<file path="config.mk">
export PLATFORM = sky130hd
export DESIGN_NAME = aoc_top
export DESIGN_NICKNAME = d
export VERILOG_FILES = /design/src/design/aoc_pkg.sv /design/src/design/aoc_alarm_chan.sv /design/src/design/aoc_top.sv
export SDC_FILE = /design/constraint.sdc
export NUM_CORES = 1
export LEC_CHECK = 0
export ABC_AREA = 1
export BUFFER_PORTS_ARGS = -buffer_cell sky130_fd_sc_hd__buf_2
export CAP_MARGIN = 0
export CELL_PAD_IN_SITES_DETAIL_PLACEMENT = 0
export CELL_PAD_IN_SITES_GLOBAL_PLACEMENT = 1
export CORE_AREA = 2 2 172 174
export CTS_CLUSTER_SIZE = 12
export DETAILED_ROUTE_END_ITERATION = 10
export DIE_AREA = 0 0 174 176
export GPL_ROUTABILITY_DRIVEN = 1
export PLACE_DENSITY_LB_ADDON = 0.1
export SETUP_SLACK_MARGIN = 0.02
export SYNTH_ARGS = -nofsm -noshare
export SYNTH_HDL_FRONTEND = slang
export SYNTH_SLANG_ARGS = --single-unit
export TNS_END_PERCENT = 50
</file>
<file path="constraint.sdc">
create_clock -name ref_clk_in -period 5.7 [get_ports ref_clk_in]
set_clock_uncertainty 0.05 [all_clocks]
set_input_delay 1.14 -clock ref_clk_in [delete_from_list [all_inputs] [get_ports ref_clk_in]]
set_output_delay 1.14 -clock ref_clk_in [all_outputs]
set_load 0.005 [all_outputs]
</file>
<file path="src/design/aoc_pkg.sv">
// Summary of operation
// - standby reset only for standby alarm types
// - two reset conditions, A default, B power-up
// - condition A re-arms on start or settings
// - remote set point change never re-arms standby
// - auxiliary alarm functions off in configuration levels, burnout output only in initial level
// - open-in-alarm inverts auxiliary output, close default
// - indicators follow function state, ignore polarity
// - burnout alarm enable, default on
// - burnout latch held until one clear event: key, cancel event, zero threshold or disable
// - latched burnout output off in initial level
// - burnout hysteresis 0.1 to 50 A, unlatched
// - alarm latch held until power or cancel
`default_nettype none
package aoc_pkg;
  // register map (byte addresses)
  localparam logic [7:0] OFF_CTRL = 8'h00;
  localparam logic [7:0] OFF_TYPE = 8'h04;
  localparam logic [7:0] OFF_HB = 8'h08;
  localparam logic [7:0] OFF_LEVEL = 8'h0c;
  localparam logic [7:0] OFF_STATUS = 8'h10;
  localparam logic [7:0] OFF_INT_STAT = 8'h14;
  localparam logic [7:0] OFF_INT_MASK = 8'h18;

  // control register fields
  localparam int CTRL_RSEL_BIT = 0;
  localparam int CTRL_BOEN_BIT = 1;
  localparam int CTRL_BOLAT_BIT = 2;
  localparam int CTRL_ALAT_LSB = 4;
  localparam int CTRL_POL_LSB = 8;
  localparam logic [31:0] CTRL_RST = 32'h0000_0002;
  localparam logic [31:0] CTRL_MASK = 32'h0000_0ff7;

  // alarm type register: four 4-bit type codes
  localparam int TYPE_W = 4;
  localparam logic [31:0] TYPE_RST = 32'h0000_0000;

  // burnout register: threshold and hysteresis in 0.1 A units
  localparam int HB_THR_LSB = 0;
  localparam int HB_HYS_LSB = 16;
  localparam logic [15:0] HB_THR_RST = 16'h0000;
  localparam logic [15:0] HB_HYS_MIN = 16'h0001;
  localparam logic [15:0] HB_HYS_MAX = 16'h01f4;

  // level register, status and interrupt layout
  localparam int LVL_LSB = 0;
  localparam int STAT_IND_LSB = 0;
  localparam int STAT_AUX_LSB = 4;
  localparam int STAT_BO_BIT = 8;
  localparam int N_ALM = 4;
  localparam int N_IRQ = 5;
  localparam int IRQ_BO_BIT = 4;
  localparam logic [4:0] INT_RST = 5'h00;

  // standby reset selection codes
  localparam logic RSEL_A = 1'b0;
  localparam logic RSEL_B = 1'b1;

  typedef enum logic [2:0] {LVL_OPER, LVL_INIT, LVL_COMM, LVL_ADV, LVL_CAL} aoc_level_t;

  typedef struct packed {
    logic [TYPE_W-1:0] alm_type;
    logic latch_en;
    logic rst_sel;
  } aoc_chan_cfg_t;

  typedef struct packed {
    logic rearm;
    logic cancel;
  } aoc_evt_t;

  typedef struct packed {
    logic [15:0] hys;
    logic [15:0] thr;
  } aoc_hb_cfg_t;

  // alarm types that carry a standby sequence
  function automatic logic is_standby_type(input logic [TYPE_W-1:0] t);
    return t inside {4'h5, 4'h6, 4'h7, 4'ha, 4'hb};
  endfunction : is_standby_type

  // configuration levels in which auxiliary alarm functions are forced off
  function automatic logic is_off_level(input aoc_level_t l);
    return l != LVL_OPER;
  endfunction : is_off_level
endpackage : aoc_pkg
`default_nettype wire

</file>
<file path="src/design/aoc_alarm_chan.sv">
`timescale 1ns/1ps
`default_nettype none
module aoc_alarm_chan (
  // clock and reset
  input wire logic ref_clk_in,
  input wire logic rst_n_in,
  // settings and events
  input wire aoc_pkg::aoc_chan_cfg_t cfg_in,
  input wire aoc_pkg::aoc_evt_t evt_in,
  // raw comparison and conditioned function state
  input wire logic raw_in,
  output logic cond_out
);
  typedef struct packed {
    logic armed;
    logic latched;
  } aoc_chan_st_t;

  aoc_chan_st_t st_q;
  aoc_chan_st_t st_d;
  logic sb_type;
  logic live;

  ////////////////////////////////////////////////////////////////////////////
  // standby suppression, latch and re-arm
  always_comb begin
    sb_type = aoc_pkg::is_standby_type(cfg_in.alm_type);
    live = raw_in & !(sb_type & st_q.armed);
    cond_out = live | (cfg_in.latch_en & st_q.latched & !evt_in.cancel);
    st_d = st_q;
    if (sb_type & evt_in.rearm & (cfg_in.rst_sel == aoc_pkg::RSEL_A)) begin
      st_d.armed = 1'b1;
    end else if (!raw_in) begin
      st_d.armed = 1'b0; // out of alarm region ends standby
    end
    st_d.latched = cfg_in.latch_en & cond_out;
  end

  // power-up arms the standby sequence
  always_ff @(posedge ref_clk_in or negedge rst_n_in) begin
    if (!rst_n_in) begin
      st_q <= '{armed: 1'b1, latched: 1'b0};
    end else begin
      st_q <= st_d;
    end
  end
endmodule : aoc_alarm_chan
`default_nettype wire

</file>
<file path="src/design/aoc_top.sv">
`timescale 1ns/1ps
`default_nettype none
module aoc_top (
  // clock and reset
  input wire logic ref_clk_in,
  input wire logic rst_n_in,
  // apb slave
  input wire logic psel_in,
  input wire logic penable_in,
  input wire logic pwrite_in,
  input wire logic [7:0] paddr_in,
  input wire logic [31:0] pwdata_in,
  input wire logic [3:0] pstrb_in,
  output logic [31:0] prdata_out,
  output logic pready_out,
  output logic pslverr_out,
  // measurement path
  input wire logic [3:0] alarm_raw_in,
  input wire logic [15:0] heater_current_in,
  // control events
  input wire logic control_start_in,
  input wire logic param_change_in,
  input wire logic remote_sp_change_in,
  input wire logic function_key_in,
  input wire logic latch_cancel_event_in,
  // outputs and indicators
  output logic [3:0] aux_drive_out,
  output logic [3:0] aux_indicator_out,
  output logic heater_burnout_alarm_out,
  output logic irq_out
);
  typedef struct packed {
    logic [31:0] ctrl;
    logic [31:0] types;
    aoc_pkg::aoc_hb_cfg_t hb;
    aoc_pkg::aoc_level_t level;
    logic [4:0] int_stat;
    logic [4:0] int_mask;
    logic bo_det;
    logic [4:0] prev_evt;
    logic [3:0] aux_drive;
    logic [3:0] aux_ind;
    logic bo_out;
    logic irq;
    logic [31:0] prdata;
    logic pready;
    logic pslverr;
  } aoc_state_t;

  aoc_state_t st_q;
  aoc_state_t st_d;

  aoc_pkg::aoc_chan_cfg_t chan_cfg [aoc_pkg::N_ALM];
  aoc_pkg::aoc_evt_t evt;
  logic [3:0] func;
  logic [3:0] func_gated;
  logic cancel;
  logic off_lvl;
  logic bo_en;
  logic bo_latch;
  logic thr_zero;
  logic low_cur;
  logic below_hys;
  logic [16:0] hys_edge;
  logic setup_ph;
  logic wr_en;
  logic [15:0] hys_wr;
  logic [31:0] hb_wr;
  logic [4:0] evt_now;
  logic [4:0] w1c;

  ////////////////////////////////////////////////////////////////////////////
  // byte-lane merge for writable registers
  function automatic logic [31:0] merge(input logic [31:0] old, input logic [31:0] nw,
                                        input logic [3:0] strb);
    logic [31:0] r;
    r = old;
    for (int b = 0; b < 4; b++) begin
      if (strb[b]) begin
        r[8*b +: 8] = nw[8*b +: 8];
      end
    end
    return r;
  endfunction : merge

  // address decode for mapped words
  function automatic logic mapped(input logic [7:0] a);
    return a inside {aoc_pkg::OFF_CTRL, aoc_pkg::OFF_TYPE, aoc_pkg::OFF_HB,
                     aoc_pkg::OFF_LEVEL, aoc_pkg::OFF_STATUS, aoc_pkg::OFF_INT_STAT,
                     aoc_pkg::OFF_INT_MASK};
  endfunction : mapped

  ////////////////////////////////////////////////////////////////////////////
  // shared events for all alarm channels
  assign cancel = function_key_in | latch_cancel_event_in;
  assign evt = '{rearm: control_start_in | param_change_in, cancel: cancel};

  // four alarm channels
  generate
    for (genvar i = 0; i < aoc_pkg::N_ALM; i++) begin : g_chan
      assign chan_cfg[i] = '{
        alm_type: st_q.types[i*aoc_pkg::TYPE_W +: aoc_pkg::TYPE_W],
        latch_en: st_q.ctrl[aoc_pkg::CTRL_ALAT_LSB + i],
        rst_sel: st_q.ctrl[aoc_pkg::CTRL_RSEL_BIT]};
      aoc_alarm_chan u_chan (
        .ref_clk_in(ref_clk_in),
        .rst_n_in(rst_n_in),
        .cfg_in(chan_cfg[i]),
        .evt_in(evt),
        .raw_in(alarm_raw_in[i]),
        .cond_out(func[i])
      );
    end
  endgenerate

  ////////////////////////////////////////////////////////////////////////////
  // burnout detection terms
  always_comb begin
    off_lvl = aoc_pkg::is_off_level(st_q.level);
    bo_en = st_q.ctrl[aoc_pkg::CTRL_BOEN_BIT];
    bo_latch = st_q.ctrl[aoc_pkg::CTRL_BOLAT_BIT];
    thr_zero = st_q.hb.thr == aoc_pkg::HB_THR_RST;
    low_cur = heater_current_in <= st_q.hb.thr;
    hys_edge = {1'b0, st_q.hb.thr} + {1'b0, st_q.hb.hys};
    below_hys = {1'b0, heater_current_in} < hys_edge;
    func_gated = off_lvl ? 4'h0 : func;
    setup_ph = psel_in & !penable_in;
    wr_en = psel_in & penable_in & st_q.pready & pwrite_in;
    hb_wr = merge({st_q.hb}, pwdata_in, pstrb_in);
    hys_wr = hb_wr[aoc_pkg::HB_HYS_LSB +: 16];
  end

  ////////////////////////////////////////////////////////////////////////////
  // next state: registers, burnout, outputs, interrupts
  always_comb begin
    st_d = st_q;
    w1c = 5'h00;
    // bus writes at the access edge
    if (wr_en) begin
      unique case (paddr_in)
        aoc_pkg::OFF_CTRL: begin
          st_d.ctrl = merge(st_q.ctrl, pwdata_in, pstrb_in) & aoc_pkg::CTRL_MASK;
        end
        aoc_pkg::OFF_TYPE: begin
          st_d.types = merge(st_q.types, pwdata_in, pstrb_in) & 32'h0000_ffff;
        end
        aoc_pkg::OFF_HB: begin
          st_d.hb = merge({st_q.hb}, pwdata_in, pstrb_in);
          if (hys_wr < aoc_pkg::HB_HYS_MIN) begin
            st_d.hb.hys = aoc_pkg::HB_HYS_MIN;
          end else if (hys_wr > aoc_pkg::HB_HYS_MAX) begin
            st_d.hb.hys = aoc_pkg::HB_HYS_MAX;
          end
        end
        aoc_pkg::OFF_LEVEL: begin
          if (pstrb_in[0] && pwdata_in[aoc_pkg::LVL_LSB +: 3] <= 3'(aoc_pkg::LVL_CAL)) begin
            st_d.level = aoc_pkg::aoc_level_t'(pwdata_in[aoc_pkg::LVL_LSB +: 3]);
          end
        end
        aoc_pkg::OFF_INT_STAT: begin
          w1c = pstrb_in[0] ? pwdata_in[4:0] : 5'h00;
        end
        aoc_pkg::OFF_INT_MASK: begin
          if (pstrb_in[0]) begin
            st_d.int_mask = pwdata_in[4:0];
          end
        end
        default: begin
        end
      endcase
    end
    // heater burnout detection with latch or hysteresis
    if (!bo_en || thr_zero) begin
      st_d.bo_det = 1'b0;
    end else if (bo_latch) begin
      st_d.bo_det = low_cur | (st_q.bo_det & !cancel);
    end else if (st_q.bo_det) begin
      st_d.bo_det = below_hys;
    end else begin
      st_d.bo_det = low_cur;
    end
    // output stage
    st_d.aux_ind = func_gated;
    st_d.aux_drive = func_gated ^ st_q.ctrl[aoc_pkg::CTRL_POL_LSB +: 4];
    st_d.bo_out = st_d.bo_det & (st_q.level != aoc_pkg::LVL_INIT);
    // sticky interrupt status, set wins over clear
    evt_now = {st_d.bo_out, func_gated};
    st_d.prev_evt = evt_now;
    st_d.int_stat = (st_q.int_stat & ~w1c) | (evt_now & ~st_q.prev_evt);
    st_d.irq = |(st_d.int_stat & st_d.int_mask);
    // apb answer prepared in the setup cycle
    st_d.pready = setup_ph;
    st_d.pslverr = setup_ph & !mapped(paddr_in);
    st_d.prdata = 32'h0000_0000;
    if (setup_ph && !pwrite_in) begin
      unique case (paddr_in)
        aoc_pkg::OFF_CTRL: st_d.prdata = st_q.ctrl;
        aoc_pkg::OFF_TYPE: st_d.prdata = st_q.types;
        aoc_pkg::OFF_HB: st_d.prdata = {st_q.hb};
        aoc_pkg::OFF_LEVEL: st_d.prdata = {29'h0, st_q.level};
        aoc_pkg::OFF_STATUS: begin
          st_d.prdata = {23'h0, st_q.bo_out, st_q.aux_drive, st_q.aux_ind};
        end
        aoc_pkg::OFF_INT_STAT: st_d.prdata = {27'h0, st_q.int_stat};
        aoc_pkg::OFF_INT_MASK: st_d.prdata = {27'h0, st_q.int_mask};
        default: st_d.prdata = 32'h0000_0000;
      endcase
    end
  end

  // state register
  always_ff @(posedge ref_clk_in or negedge rst_n_in) begin
    if (!rst_n_in) begin
      st_q <= '0;
      st_q.ctrl <= aoc_pkg::CTRL_RST;
      st_q.types <= aoc_pkg::TYPE_RST;
      st_q.hb <= '{hys: aoc_pkg::HB_HYS_MIN, thr: aoc_pkg::HB_THR_RST};
      st_q.level <= aoc_pkg::LVL_OPER;
      st_q.int_stat <= aoc_pkg::INT_RST;
      st_q.int_mask <= aoc_pkg::INT_RST;
    end else begin
      st_q <= st_d;
    end
  end

  ////////////////////////////////////////////////////////////////////////////
  // outputs straight from the state register
  assign prdata_out = st_q.prdata;
  assign pready_out = st_q.pready;
  assign pslverr_out = st_q.pslverr;
  assign aux_drive_out = st_q.aux_drive;
  assign aux_indicator_out = st_q.aux_ind;
  assign heater_burnout_alarm_out = st_q.bo_out;
  assign irq_out = st_q.irq;
endmodule : aoc_top
`default_nettype wire

</file>
# == Word-level counts from Yosys, hierarchy flattened ==
# Index checks and enable logic that the tools add are counted.
# W data, S select, Z words.
# op_classes
add_sub_neg,1
magnitude_cmp,5
n_eq_ne,31
mux,24
bitwise_logic,50
reduce_logical,29
# ops
cell,n
$pmux W32 S7,1
$eq A4 B3 Y1 const B,12
$and A1 B1 Y1,35
$eq A4 B4 Y1 const B,8
$mux W16,2
$mux W32,1
$mux W5,6
$eq A8 B5 Y1 const B,3
$reduce_and A3 Y1,7
$reduce_bool A5 Y1,4
$add A16 B16 Y17,1
$lt A16 B17 Y1,1
$eq A8 B4 Y1 const B,2
$gt A16 B9 Y1 const B,1
$le A16 B16 Y1,1
$logic_not A16 Y1,1
$lt A16 B1 Y1 const B,1
$mux W8,2
$and A5 B5 Y5,3
$mux W1,11
$not A5 Y5,2
$logic_not A1 Y1,9
$eq A8 B3 Y1 const B,1
$logic_not A8 Y1,1
14 further kinds,24
# totals
regBits,130
wordCells,167

# == Longest topological paths before layout ==
# depth
ltp_word,11
depth_mapped,23

# == Cells and area by module ==
# From an unflattened synthesis, not the netlist that was laid out.
# unflattened
cells_unflattened,868
hier_area_um2,7405.9
# modules_own_cells
mod,instances,cells_per_inst,area_per_inst_um2,seq_area_each_um2
aoc_top,1,792,6835.3,2930.3
aoc_alarm_chan,4,19,142.6,51.3

# == Worst setup path before layout ==
# OpenSTA, ideal clock, no wires.
# synth_timing
path_type,reg2reg
start,register st_q[63] (netlist name)
end,register st_q (netlist bit irq_out)
arrival_ps,2710
t_required_ps,5585
slack_ps,2875
path_stages_with_launch,24
path_buffers,0
synth_period_minus_slack_ps,2825
cell_sequence,dfrtp_1 ha_1 fa_1 nand3_1 nand2_1 nand4_1 nand3_1 nand3_1 nand2_1 xnor2_1 ha_1 a21oi_1 nor3_1 nor3_1 nand2_1 nand2_1 nand2_1 nand2_1 nand2_1 nand2_1 nand4_1 nand2_1 nand2_1 nand2_1
# synth_lines
element,line_no,source
"start, declared",aoc_top.sv:50,aoc_state_t st_q;
"start signal, assigned",aoc_top.sv:222,st_q <= st_d;

==> impl_metrics.toml <==
[clock_network]
post-cts-setup-buffer-count = 0
cts_tree = "done"
cts.sinks = 125
postCtsHoldBufs = 0
cts-root-buf = "clkbuf_16"
ctsResizeCount = 0
worstSkewPairLatency_ps = 420
cts.path.max_buffers = 2
cts_buffers = 17
clk_pin_slew_ps = 60
h-tree-depth = 4

[final_layout]
antenna_cells = 0
area_delta_synth_final_pct = 17.8
regArea_mm2 = 0.00314
drive_above_1_share_pct = 19.6
multi_input_area_mm2 = 0.00317
num-fill-cells = 3151
layout.nets = 1049

[timing]
setup_tns_ps = 0
slew_viol_final = 0
fin_crit_ps = 3530
slew_headroom_pct = 41.9
worst_slew_pin_slew_ps = 865
rsz0062_at_grt = "no"
whs_ps = 430
fmax_mhz = 283
final_min_period_over_clock_period_pct = 62.0
finalSetupViolCount = 0
hold_violations = 0

[critical_path]
cp-end-kind = "register"
worst-endpoint-arrival_ps = 3830
crit_family = "simple AND/OR/NAND/NOR gates"
slowest_delay_ps = 450
cp_slowest_cell = "dfrtp_1"
path_buf_inv = 0
path_max_fanout = 5
crit_required_ps = 6000
start_kind = "register"
critical_path_class = "register to register"
crit_path_frequent_cell = "nand2_1"
crit_path_cell_trace = "ha_1 -> fa_1 -> nand3_1 -> nand2_1 -> nand4_1 -> nand3_1 -> nand3_1 -> nand2_1 -> xnor2_1 -> ha_1 -> a21oi_1 -> nor3_1 -> nor3_1 -> nand2_1 -> nand2_1 -> nand2_1 -> nand2_1 -> nand2_1 -> nand2_1 -> nand4_1 -> nand2_1 -> nand2_1 -> nand2_1"

[drt]
ant_nets = 0
wl_per_cell_um = 17.3
first_pass_iters = 4
drt_iter0_drc = 266
vias = 5771
routed_wl_um = 22900
drc = 0
vias_per_cell = 4.37

[logic_synthesis]
syn-num-nets = 966
yosysSeqAreaShare_pct = 44.0
synth_area_mm2 = 0.00713
syn_inst = 844
postSynthAreaPerCell_um2 = 8.45
ys_seq_elements = 125
yosysWarnings = 0
synth_cell_types = 55
synth_flop_cell = "dfrtp_1"
synth_edf_count = 0
synth_async_sr_flop_share_pct = 100

[floorplan]
die_x_um = 174
placementRows = 62
die_area_mm2 = 0.0306
die_y_um = 176
core_mm2 = 0.0285
start_util_pct = 25.0
io_pins = 118

[global_routing]
busiest_layer = "met2"
grt-ovfl-total = 0
antenna_found_initial = 0
grt_util_met1_pct = 22.8
grtUsageTotal_pct = 15.5
grt_use_met3_pct = 2.39
grt_use_met2_pct = 23.5
grt_pass1_wl_um = 35600
grt_pass1_vias = 5816
grt_max_degree = 85

[pwr]
p_total_w = 0.00209
powerDensity_mw_per_mm2 = 249
leakagePower_nw = 4.10
vdd_drop_max_uv = 148

[status]
outcome = "finished clean"

[flow_run]
maxCapViolations = 0

[place]
numPortBuffers = 116
dp_hpwl_um = 17800
gp_congestion = 0.765

[hold_path]
min_path_type = "register to register"
layout by cell type, fill, tap and decap left out, types with 5 or more instances in the layout:
master       n
nand4_1      8
buf_2      115
xor2_1       9
o22ai_1     16
o21ai_1     15
ha_1        47
inv_2        6
dfstp_2      6
xnor2_1      9
nand2_2      5
clkbuf_8     5
a21oi_1     40
a221oi_1     6
nand3_1     24
clkbuf_16   17
nor3_1      28
o21ai_0     58
nand2_1    184
inv_1      111
dfrtp_1    119
nor4_1       7
nor2_1      40
o31ai_1      5
final timing paths:
path,cells after the start,to,startpoint,slack (ps)
max,23,irq_out,st_q[63],2170
min reg2reg,2,g_chan[1].u_chan.st_q[1],g_chan[1].u_chan.st_q[1],430
max reg2reg,23,irq_out,st_q[63],2170
min,2,g_chan[1].u_chan.st_q[1],g_chan[1].u_chan.st_q[1],430
max in group asynchronous,2,prdata_out[26],rst_n_in,3790
min in group asynchronous,1,chan_cfg[19],rst_n_in,740
tightest hold or removal path: stages (launching register included):
cell and delay (ps):
dfstp_2 370, nand2_1 50, o31ai_1 60
cell usage after synthesis (3+ instances only):
library cell	instances	area, um^2
nand3_1	24	120
o21ai_0	58	290
a21boi_0	3	22.5
clkbuf_1	4	15.0
xor2_1	9	78.8
inv_1	111	417
buf_2	6	30.0
buf_4	43	323
o22ai_1	16	100
a31oi_1	3	18.8
a221oi_1	6	52.6
o21ai_1	15	75.1
nand2_2	5	31.3
o31ai_1	5	37.5
a21oi_1	40	200
nor4_1	7	43.8
xnor2_1	9	78.8
inv_2	6	22.5
dfstp_2	6	158
nor2_4	3	33.8
ha_1	47	588
nor2_1	40	150
dfrtp_1	119	2980
nand2_1	184	691
nor3_1	28	140
nand4_1	8	50.1
flip-flops by register name, indices dropped and copies added (netlist names):
register / count
st_q: 51
prdata_out: 32
chan_cfg: 21
g_chan.u_chan.st_q: 8
aux_drive_out: 4
aux_indicator_out: 3
bo_en: 1
bo_latch: 1
heater_burnout_alarm_out: 1
irq_out: 1
pready_out: 1
pslverr_out: 1
stage by stage:
stage | instances | utilization [%] | instance area, um^2 | setup WS [ps]
final | 1322 | 29.4 | 8400 | 2170
after global routing | 1322 | 29.4 | 8400 | 1770
after CTS | 1322 | 29.4 | 8400 | 2090
after detailed placement | 1292 | 27.5 | 7840 | 2140
after global placement | 1292 | 27.5 | 7840 | 2150
after floorplan | 844 | - | 7130 | 2870
power breakdown:
group	total, W	internal [W]	switching, W
combinational	0.000142	0.0000504	0.0000917
clock	0.00105	0.000651	0.000402
sequential	0.000899	0.000894	0.00000517
cell families (layout without fill, tap and decap cells):
logic type,after synthesis,after routing,synth area share (%)
XOR/XNOR,18,18,2.21
flip-flops,125,125,44.0
AND/OR/NAND/NOR,312,312,19.6
adder cells (fa/ha/maj),48,48,8.53
AO/OA/AOI/OAI,169,169,14.1
buffers and inverters,172,266,11.5
metal layers:
metal	wire length (um)	up-vias
met1	11700	2680
met3	1030	18
li1	-	2938
met5	0	-
met4	278	0
met2	9860	135
cell type report:
class | instances | share of cell area (%)
multi-input combinational | 547 | 37.8
timing repair buffer | 119 | 7.25
inverter | 117 | 5.23
clock inverter | 6 | 0.715
sequential | 125 | 37.3
clock buffer | 24 | 5.97
tap | 384 | 5.72
(Power assumes the default switching activity.)
